## src/tcs_cfg.svh

```systemverilog
/*
  Constants of the timer 0/1 count and tick source block: register offsets,
  field positions, reset values, mode codes and the prescale figure.
  Assumes it is included by bare name from the package and the design.
*/
`ifndef TCS_CFG_SVH
`define TCS_CFG_SVH

// Register byte addresses on the plain register port.
`define TCS_ADDR_RUN_CTRL    8'h88
`define TCS_ADDR_MODE        8'h89
`define TCS_ADDR_T0_LOW      8'h8A
`define TCS_ADDR_T1_LOW      8'h8B
`define TCS_ADDR_T0_HIGH     8'h8C
`define TCS_ADDR_T1_HIGH     8'h8D
`define TCS_ADDR_TICK_CTRL   8'h8E
`define TCS_ADDR_IRQ_STATUS  8'hA0
`define TCS_ADDR_IRQ_MASK    8'hA1

// Reset values.
`define TCS_RESET_BYTE       8'h00
`define TCS_RESET_PRESCALE   4'h0

// Tick source control fields.
`define TCS_TICK_PWM_SEL     6
`define TCS_TICK_T1_FAST     4
`define TCS_TICK_T0_FAST     3
`define TCS_TICK_CLK_OUT     1
`define TCS_TICK_RW_MASK     8'h5A

// Run control fields.
`define TCS_RUN_T1_FLAG      7
`define TCS_RUN_T1_RUN       6
`define TCS_RUN_T0_FLAG      5
`define TCS_RUN_T0_RUN       4
`define TCS_RUN_RW_MASK      8'hF0

// Mode register fields.
`define TCS_MODE_T1_GATE     7
`define TCS_MODE_T1_EXT      6
`define TCS_MODE_T1_M_HI     5
`define TCS_MODE_T1_M_LO     4
`define TCS_MODE_T0_GATE     3
`define TCS_MODE_T0_EXT      2
`define TCS_MODE_T0_M_HI     1
`define TCS_MODE_T0_M_LO     0

// Count width modes.
`define TCS_MODE_13BIT       2'h0
`define TCS_MODE_16BIT       2'h1
`define TCS_MODE_8RELOAD     2'h2
`define TCS_MODE_SPLIT       2'h3

// Interrupt status and mask bits.
`define TCS_IRQ_T0           0
`define TCS_IRQ_T1           1
`define TCS_IRQ_RESET        2'h0

// System clock divider of the slow tick.
`define TCS_PRESCALE_DEFAULT 12
`define TCS_PRESCALE_MAX     16

`endif

```

## src/tcs_pkg.sv

```systemverilog
/*
  Types of the timer 0/1 count and tick source block.
  Assumes tcs_cfg.svh is on the include path.
*/
`include "tcs_cfg.svh"

package tcs_pkg;

  // Result of one counting step of a timer.
  typedef struct packed {
    logic [7:0] low;
    logic [7:0] high;
    logic       ovf;
  } tcs_step_t;

  // Complete state of the block.
  typedef struct packed {
    logic [7:0] t0_low;
    logic [7:0] t0_high;
    logic [7:0] t1_low;
    logic [7:0] t1_high;
    logic [7:0] tick_ctrl;
    logic [7:0] run_ctrl;
    logic [7:0] mode;
    logic [1:0] irq_status;
    logic [1:0] irq_mask;
    logic [3:0] prescale;
    logic       t0_pin_q;
    logic       t1_pin_q;
    logic       pwm_tick;
    logic [7:0] rdata;
  } tcs_state_t;

endpackage

```

## src/tcs_top.sv

```systemverilog
/*
  Count registers of timers 0 and 1, their tick source selection, the PWM
  tick source and the system clock output gate, with run, mode, flag and
  interrupt registers, all on a plain byte register port.
  Assumes all inputs are synchronous to clk and that the host issues one
  strobe per cycle with read data taken the cycle after a read strobe.
*/
// The strobed register port was decided locally.
// Contract
// - Timer 0 low count byte is a read/write register that resets to zero.
// - Timer 0 high count byte is a separate read/write register that resets to zero.
// - Timer 1 low count byte is a read/write register that resets to zero.
// - Timer 1 high count byte is a separate read/write register that resets to zero.
// - Timer 0 ticks on system clock divided by twelve when its fast bit is 0, else every clock.
// - Timer 1 ticks on system clock divided by twelve when its fast bit is 0, else every clock.
// - The PWM tick is the system clock when its select bit is 0, else timer 1 overflows.
// - The system clock goes out on its pin only while the output enable bit is 1, reset 0.
// - A timer counts only while its run bit is 1 and holds its count when it is cleared.
// - Overflow sets the timer flag, service start clears it, and software may set or clear it.
// - A two-bit mode picks 13-bit, 16-bit, 8-bit reload, or halt/split operation per timer.
// - With the counter select bit set a timer counts falling edges of its external pin.
`timescale 1ns/1ps
`include "tcs_cfg.svh"

module tcs_top #(
  parameter int PRESCALE = `TCS_PRESCALE_DEFAULT
) (
  input  wire logic       clk,
  input  wire logic       rst,
  input  wire logic [7:0] addr,
  input  wire logic [7:0] wdata,
  input  wire logic       wr,
  input  wire logic       rd,
  output logic      [7:0] rdata,
  input  wire logic       t0_pin,
  input  wire logic       t1_pin,
  input  wire logic       t0_gate_pin,
  input  wire logic       t1_gate_pin,
  input  wire logic       timer0_service_ack,
  input  wire logic       timer1_service_ack,
  output logic            timer0_overflow_flag,
  output logic            timer1_overflow_flag,
  output logic            pwm_tick,
  output logic            sysclk_output_pin,
  output logic            irq
);

  // The prescale counter is four bits wide, so the divider must fit in it.
  generate
    if (PRESCALE < 2 || PRESCALE > `TCS_PRESCALE_MAX) begin : g_bad_prescale
      $error("tcs_top: PRESCALE must lie between 2 and 16");
    end
  endgenerate

  // Last divider count before it wraps; the slow tick fires while the divider holds it.
  localparam logic [3:0] PRESCALE_LAST = 4'(PRESCALE - 1);

  // Every register, the divider and the edge flops clear on reset.
  localparam tcs_pkg::tcs_state_t STATE_RESET = '{
    t0_low:     `TCS_RESET_BYTE,
    t0_high:    `TCS_RESET_BYTE,
    t1_low:     `TCS_RESET_BYTE,
    t1_high:    `TCS_RESET_BYTE,
    tick_ctrl:  `TCS_RESET_BYTE,
    run_ctrl:   `TCS_RESET_BYTE,
    mode:       `TCS_RESET_BYTE,
    irq_status: `TCS_IRQ_RESET,
    irq_mask:   `TCS_IRQ_RESET,
    prescale:   `TCS_RESET_PRESCALE,
    t0_pin_q:   1'b0,
    t1_pin_q:   1'b0,
    pwm_tick:   1'b0,
    rdata:      `TCS_RESET_BYTE
  };

  // Registered state and the value it takes at the next edge.
  tcs_pkg::tcs_state_t state;
  tcs_pkg::tcs_state_t next_state;

  // One counting step in modes 0 to 2; the split/halt code is left to the caller.
  function automatic tcs_pkg::tcs_step_t timer_step(
    input logic [7:0] low,
    input logic [7:0] high,
    input logic [1:0] mode,
    input logic       inc
  );
    tcs_pkg::tcs_step_t r;
    logic [13:0]        sum13;
    logic [16:0]        sum16;
    logic [8:0]         sum8;
    r.low  = low;
    r.high = high;
    r.ovf  = 1'b0;
    sum13  = {1'b0, high, low[4:0]} + 14'h0001;
    sum16  = {1'b0, high, low} + 17'h00001;
    sum8   = {1'b0, low} + 9'h001;
    // All three sums are formed up front; the mode picks the one that lands.
    if (inc) begin
      case (mode)
        `TCS_MODE_13BIT: begin
          // Upper three bits of the low byte are not part of the count.
          r.low  = {low[7:5], sum13[4:0]};
          r.high = sum13[12:5];
          r.ovf  = sum13[13];
        end
        `TCS_MODE_16BIT: begin
          r.low  = sum16[7:0];
          r.high = sum16[15:8];
          r.ovf  = sum16[16];
        end
        `TCS_MODE_8RELOAD: begin
          r.low = sum8[8] ? high : sum8[7:0];
          r.ovf = sum8[8];
        end
        default: begin
          r.ovf = 1'b0;
        end
      endcase
    end
    return r;
  endfunction

  // Flag update: software write first, then service clear, then overflow set.
  // Placing the set last keeps an overflow that meets a clear from being lost.
  function automatic logic flag_next(
    input logic cur,
    input logic sw_wr,
    input logic sw_val,
    input logic ack,
    input logic ovf
  );
    logic f;
    f = cur;
    if (sw_wr) begin
      f = sw_val;
    end
    if (ack) begin
      f = 1'b0;
    end
    if (ovf) begin
      f = 1'b1;
    end
    return f;
  endfunction

  // Tick sources and pin edges.
  logic               slow_tick;
  logic               t0_fall;
  logic               t1_fall;

  // Mode decode and increment enables.
  logic [1:0]         t0_mode;
  logic [1:0]         t1_mode;
  logic               t0_inc;
  logic               t1_inc;
  logic               th0_inc;
  logic               t0_split;

  // Split-mode high byte and the overflow events of both timers.
  logic [8:0]         th0_sum;
  logic               th0_ovf;
  logic               t0_ovf;
  logic               t1_ovf;
  logic               t1_flag_set;

  // Register port decode and the raw counting steps.
  logic               run_wr;
  tcs_pkg::tcs_step_t s0;
  tcs_pkg::tcs_step_t s1;

  // Next state: tick sources, counting, flags and register port.
  always_comb begin
    // Every field holds unless a rule below moves it.
    next_state = state;

    // Free-running divider makes the slow tick once every PRESCALE clocks.
    slow_tick = (state.prescale == PRESCALE_LAST);
    next_state.prescale = slow_tick ? `TCS_RESET_PRESCALE : state.prescale + 4'h1;

    // Inputs are synchronous, so one flop per pin is enough for the edge.
    next_state.t0_pin_q = t0_pin;
    next_state.t1_pin_q = t1_pin;
    t0_fall = state.t0_pin_q & ~t0_pin;
    t1_fall = state.t1_pin_q & ~t1_pin;

    // Mode fields of both timers and the split decode of timer 0.
    t0_mode  = state.mode[`TCS_MODE_T0_M_HI:`TCS_MODE_T0_M_LO];
    t1_mode  = state.mode[`TCS_MODE_T1_M_HI:`TCS_MODE_T1_M_LO];
    t0_split = (t0_mode == `TCS_MODE_SPLIT);

    // Increment enables: run bit, optional gate pin, then the tick source.
    t0_inc = state.run_ctrl[`TCS_RUN_T0_RUN]
           & (~state.mode[`TCS_MODE_T0_GATE] | t0_gate_pin)
           & (state.mode[`TCS_MODE_T0_EXT] ? t0_fall
              : (state.tick_ctrl[`TCS_TICK_T0_FAST] | slow_tick));
    t1_inc = state.run_ctrl[`TCS_RUN_T1_RUN]
           & (~state.mode[`TCS_MODE_T1_GATE] | t1_gate_pin)
           & (state.mode[`TCS_MODE_T1_EXT] ? t1_fall
              : (state.tick_ctrl[`TCS_TICK_T1_FAST] | slow_tick));

    // Split mode: the low byte runs as an 8-bit timer on timer 0 controls,
    // and the high byte as an 8-bit timer on timer 1's run bit and flag.
    s0 = timer_step(state.t0_low, state.t0_high,
                    t0_split ? `TCS_MODE_16BIT : t0_mode, t0_inc);
    th0_inc = t0_split & state.run_ctrl[`TCS_RUN_T1_RUN]
            & (state.tick_ctrl[`TCS_TICK_T0_FAST] | slow_tick);
    th0_sum = {1'b0, state.t0_high} + {8'h00, th0_inc};
    th0_ovf = th0_sum[8];
    if (t0_split) begin
      s0.low  = state.t0_low + {7'h00, t0_inc};
      s0.high = th0_sum[7:0];
      s0.ovf  = t0_inc & (state.t0_low == 8'hFF);
    end
    t0_ovf = s0.ovf;

    // Mode code 3 halts timer 1; the step function leaves it unchanged.
    s1 = timer_step(state.t1_low, state.t1_high, t1_mode, t1_inc);
    t1_ovf = s1.ovf;
    // While timer 0 is split its high byte owns the timer 1 flag.
    t1_flag_set = t0_split ? th0_ovf : t1_ovf;

    // Counting results; register writes further down may still override them.
    next_state.t0_low  = s0.low;
    next_state.t0_high = s0.high;
    next_state.t1_low  = s1.low;
    next_state.t1_high = s1.high;

    // Registered PWM tick: every clock, or one pulse per timer 1 overflow.
    next_state.pwm_tick = state.tick_ctrl[`TCS_TICK_PWM_SEL] ? t1_ovf : 1'b1;

    // The flags live in the run control byte; a write there sets or clears both.
    run_wr = wr & (addr == `TCS_ADDR_RUN_CTRL);
    next_state.run_ctrl[`TCS_RUN_T0_FLAG] = flag_next(
      state.run_ctrl[`TCS_RUN_T0_FLAG], run_wr, wdata[`TCS_RUN_T0_FLAG],
      timer0_service_ack, t0_ovf);
    next_state.run_ctrl[`TCS_RUN_T1_FLAG] = flag_next(
      state.run_ctrl[`TCS_RUN_T1_FLAG], run_wr, wdata[`TCS_RUN_T1_FLAG],
      timer1_service_ack, t1_flag_set);

    // Sticky interrupt status; a written one clears, a new event wins.
    if (wr && addr == `TCS_ADDR_IRQ_STATUS) begin
      next_state.irq_status = state.irq_status & ~wdata[`TCS_IRQ_T1:`TCS_IRQ_T0];
    end
    if (t0_ovf) begin
      next_state.irq_status[`TCS_IRQ_T0] = 1'b1;
    end
    if (t1_flag_set) begin
      next_state.irq_status[`TCS_IRQ_T1] = 1'b1;
    end

    // Register writes; count byte writes override the step just computed.
    if (wr) begin
      case (addr)
        `TCS_ADDR_T0_LOW: begin
          next_state.t0_low = wdata;
        end
        `TCS_ADDR_T0_HIGH: begin
          next_state.t0_high = wdata;
        end
        `TCS_ADDR_T1_LOW: begin
          next_state.t1_low = wdata;
        end
        `TCS_ADDR_T1_HIGH: begin
          next_state.t1_high = wdata;
        end
        `TCS_ADDR_TICK_CTRL: begin
          next_state.tick_ctrl = wdata & `TCS_TICK_RW_MASK;
        end
        `TCS_ADDR_RUN_CTRL: begin
          next_state.run_ctrl[`TCS_RUN_T0_RUN] = wdata[`TCS_RUN_T0_RUN];
          next_state.run_ctrl[`TCS_RUN_T1_RUN] = wdata[`TCS_RUN_T1_RUN];
        end
        `TCS_ADDR_MODE: begin
          next_state.mode = wdata;
        end
        `TCS_ADDR_IRQ_MASK: begin
          next_state.irq_mask = wdata[`TCS_IRQ_T1:`TCS_IRQ_T0];
        end
        default: begin
          next_state.mode = state.mode;
        end
      endcase
    end

    // Read data stand for the one cycle after the strobe; unmapped reads zero.
    next_state.rdata = `TCS_RESET_BYTE;
    if (rd) begin
      case (addr)
        `TCS_ADDR_T0_LOW: begin
          next_state.rdata = state.t0_low;
        end
        `TCS_ADDR_T0_HIGH: begin
          next_state.rdata = state.t0_high;
        end
        `TCS_ADDR_T1_LOW: begin
          next_state.rdata = state.t1_low;
        end
        `TCS_ADDR_T1_HIGH: begin
          next_state.rdata = state.t1_high;
        end
        `TCS_ADDR_TICK_CTRL: begin
          next_state.rdata = state.tick_ctrl;
        end
        `TCS_ADDR_RUN_CTRL: begin
          next_state.rdata = state.run_ctrl & `TCS_RUN_RW_MASK;
        end
        `TCS_ADDR_MODE: begin
          next_state.rdata = state.mode;
        end
        `TCS_ADDR_IRQ_STATUS: begin
          next_state.rdata = {6'h00, state.irq_status};
        end
        `TCS_ADDR_IRQ_MASK: begin
          next_state.rdata = {6'h00, state.irq_mask};
        end
        default: begin
          next_state.rdata = `TCS_RESET_BYTE;
        end
      endcase
    end
  end

  // State register with synchronous reset.
  always_ff @(posedge clk) begin
    if (rst) begin
      state <= STATE_RESET;
    end else begin
      state <= next_state;
    end
  end

  // Outputs come straight from the state flops, apart from the irq reduction.
  assign rdata                = state.rdata;
  assign timer0_overflow_flag = state.run_ctrl[`TCS_RUN_T0_FLAG];
  assign timer1_overflow_flag = state.run_ctrl[`TCS_RUN_T1_FLAG];
  assign pwm_tick             = state.pwm_tick;
  assign irq                  = |(state.irq_status & state.irq_mask);

  // The clock itself cannot come from a flop, so it is gated by the enable
  // bit; the enable changes only on a rising edge, while clk is high, which
  // can shorten the first or last high phase on the pin.
  assign sysclk_output_pin = clk & state.tick_ctrl[`TCS_TICK_CLK_OUT];

endmodule

```

## config.mk

```make
export PLATFORM = sky130hd
export DESIGN_NAME = tcs_top
export DESIGN_NICKNAME = d
export VERILOG_FILES = /design/src/tcs_pkg.sv /design/src/tcs_top.sv
export VERILOG_INCLUDE_DIRS = /design/src
export SDC_FILE = /design/constraint.sdc
export NUM_CORES = 1
export LEC_CHECK = 0
export BUFFER_PORTS_ARGS = -buffer_cell sky130_fd_sc_hd__buf_2
export CORE_UTILIZATION = 30
export DETAILED_ROUTE_END_ITERATION = 8
export GPL_ROUTABILITY_DRIVEN = 1
export HOLD_SLACK_MARGIN = 0.1
export SLEW_MARGIN = 10
export SYNTH_ARGS = -nofsm -noshare
export SYNTH_HDL_FRONTEND = slang
export SYNTH_SLANG_ARGS = --single-unit
```

## constraint.sdc

```tcl
create_clock -name clk -period 5.45 [get_ports clk]
set_input_delay 1.09 -clock clk [delete_from_list [all_inputs] [get_ports clk]]
set_output_delay 1.09 -clock clk [all_outputs]
set_load 0.02 [all_outputs]
```

==> results.tsv <==
metric	value	unit
cts_tree	built	
dpl_cell_area	0.00500	mm²
wl_per_cell	18.7	µm
hold_viol	0	
drt_iter0_drc	773	
async_flop_share	0	
ys.flop_type	dfxtp_1	
grt_pass1_wl	25.2	mm
crit_arrival	3.27	ns
synth_xor_xnor_area_share	0.0274	
top_layer	met4	
powerDensity	253	mW/mm²
multiInputGateArea	0.00313	mm²
hold_path_class	reg -> reg	
die_w	129	µm
worst_pin_slew	0.878	ns
timing.reg2reg.setup_slack	2.51	ns
yosys-top-cells-area	dfxtp_1 (28%), nor2_1 (6.6%), mux2i_1 (5.2%)	
vias	4912	
p_leak	1.86	nW
rows	45	
drive_above_1_share	0.123	
dr_wl_met2	6.83	mm
yosys.area_share.simple	0.276	
synth.distinct_cells	73	
wirelength	15.9	mm
slew_headroom	0.414	
initial_core_util	0.311	
clk_latency	0.45	ns
clk_pin_slew	0.06	ns
skew	0.0106	ns
pre_cts_ws	1.36	ns
ant_nets	0	
drv_slew	0	
post_cts_resized	0	
cap_violations	0	
worstSetupStartpointType	clock port	
cp_max_fo	2	
cts_hold_buf	0	
setup_violations	0	
final_cells	852	
dieArea	0.0165	mm²
setup_tns	0	ns
cts_setup_buffers	0	
grt_max_degree	42	
synth_mux_area_frac	0.0756	
avgSynthCellArea	7.47	µm²
coreArea	0.0154	mm²
drc	0	
nets	669	
yosysTopAreaCell	dfxtp_1	
whs	0.467	ns
synth_warnings	0	
dr.pass1.iters	5	
finalPower	1.38	mW
crit_path_end_kind	output port	
nFillCells	1656	
io_pins	39	
syn2layout_area_growth	13.1	%
status	complete, no violations	
synth_top_area_share	0.279	
ir_drop	0.201	mV
n_antenna_cell	0	
synth_compound_area_frac	0.253	
ys_ff_latch	67	
placed_cells	833	
wl_met1	7.23	mm
viasPerCell	5.77	
dp_hpwl	10.9	mm
routabilityCongestion	0.907	
antenna_found_initial	1	
synth_top_family_by_area	simple AND/OR/NAND/NOR gates	
overflow	0	
io_buffers	38	
synth_commonest_cells	nor2_1 (84), dfxtp_1 (67), nand2_1 (60)	
netlist_instances	643	
route.met3.wl	1.28	mm
die-height	129	µm
synth_fp_nets	676	
syn_area	0.00480	mm²
synthAdderAreaFrac	0.0182	
critical_path_class	clk -> out	
rsz0062_at_grt	no	
seq_area_frac_synth	0.279	
synth_edf_count	0	
grt_pass1_vias	4495	
finalWorstSetupSlack	1.09	ns
post-route-util	0.352	
fin_area	0.00543	mm²
cp.required	4.36	ns
synth.most_common_cell	nor2_1	
grt_use_total	0.200	
register_area	0.00134	mm²
final timing paths:
kind | startpoint | to | cells past startpoint
setup reg to reg | state[11]$_SDFF_PP0_ | state[73]$_SDFF_PP0_ | 13
hold / removal | state[11]$_SDFF_PP0_ | state[11]$_SDFF_PP0_ | 1
hold reg to reg | state[11]$_SDFF_PP0_ | state[11]$_SDFF_PP0_ | 1
setup / recovery | clk | sysclk_output_pin | 4
where the power goes:
part,internal [mW],total (mW),switching [mW]
clock,0.554,0.802,0.248
sequential,0.496,0.505,0.00893
combinational,0.0240,0.0699,0.0459
area by class of cell:
class                      instances  area share
clock buffer                      14      0.0588
clock inverter                     6      0.0207
inverter                          13     0.00945
multi-input combinational        500       0.576
sequential                        67       0.247
tap                              211      0.0486
timing repair buffer              41      0.0396
placed cells by master, fill, tap and decap left out, types with 15 or more instances in the layout:
cell | synthesis | layout
a21oi_1 | 34 | 34
nor2_1 | 84 | 84
o21ai_0 | 34 | 34
nand2_1 | 60 | 60
buf_2 | 8 | 38
mux2i_1 | 25 | 25
nand3_1 | 34 | 34
nand4_1 | 15 | 15
dfxtp_1 | 67 | 67
nor3_1 | 16 | 16
flip-flops by register name (all words and copies together), names as in the netlist:
signal	count
timer0_overflow_flag	1
pwm_tick	1
state	56
timer1_overflow_flag	1
rdata	8
cells by family after synthesis:
kind of cell,Yosys count
mux,33
buf+inv,76
compound gates,175
flops,67
xor+xnor,15
fa+ha+maj,7
simple gates,270
routing by layer:
| layer | vias to the layer above | GRT usage |
|---|---|---|
| met5 | - | 0 |
| met4 | 0 | 0.0976 |
| met3 | 43 | 0.0495 |
| met2 | 224 | 0.295 |
| met1 | 2285 | 0.272 |
| li1 | 2360 | - |
worst max-delay path: stages:
cell       delay [ns]
clkbuf_16        0.12
clkbuf_16        0.13
and2_1           0.14
buf_2            0.15
Note: power is estimated with default switching activity, not from simulation.
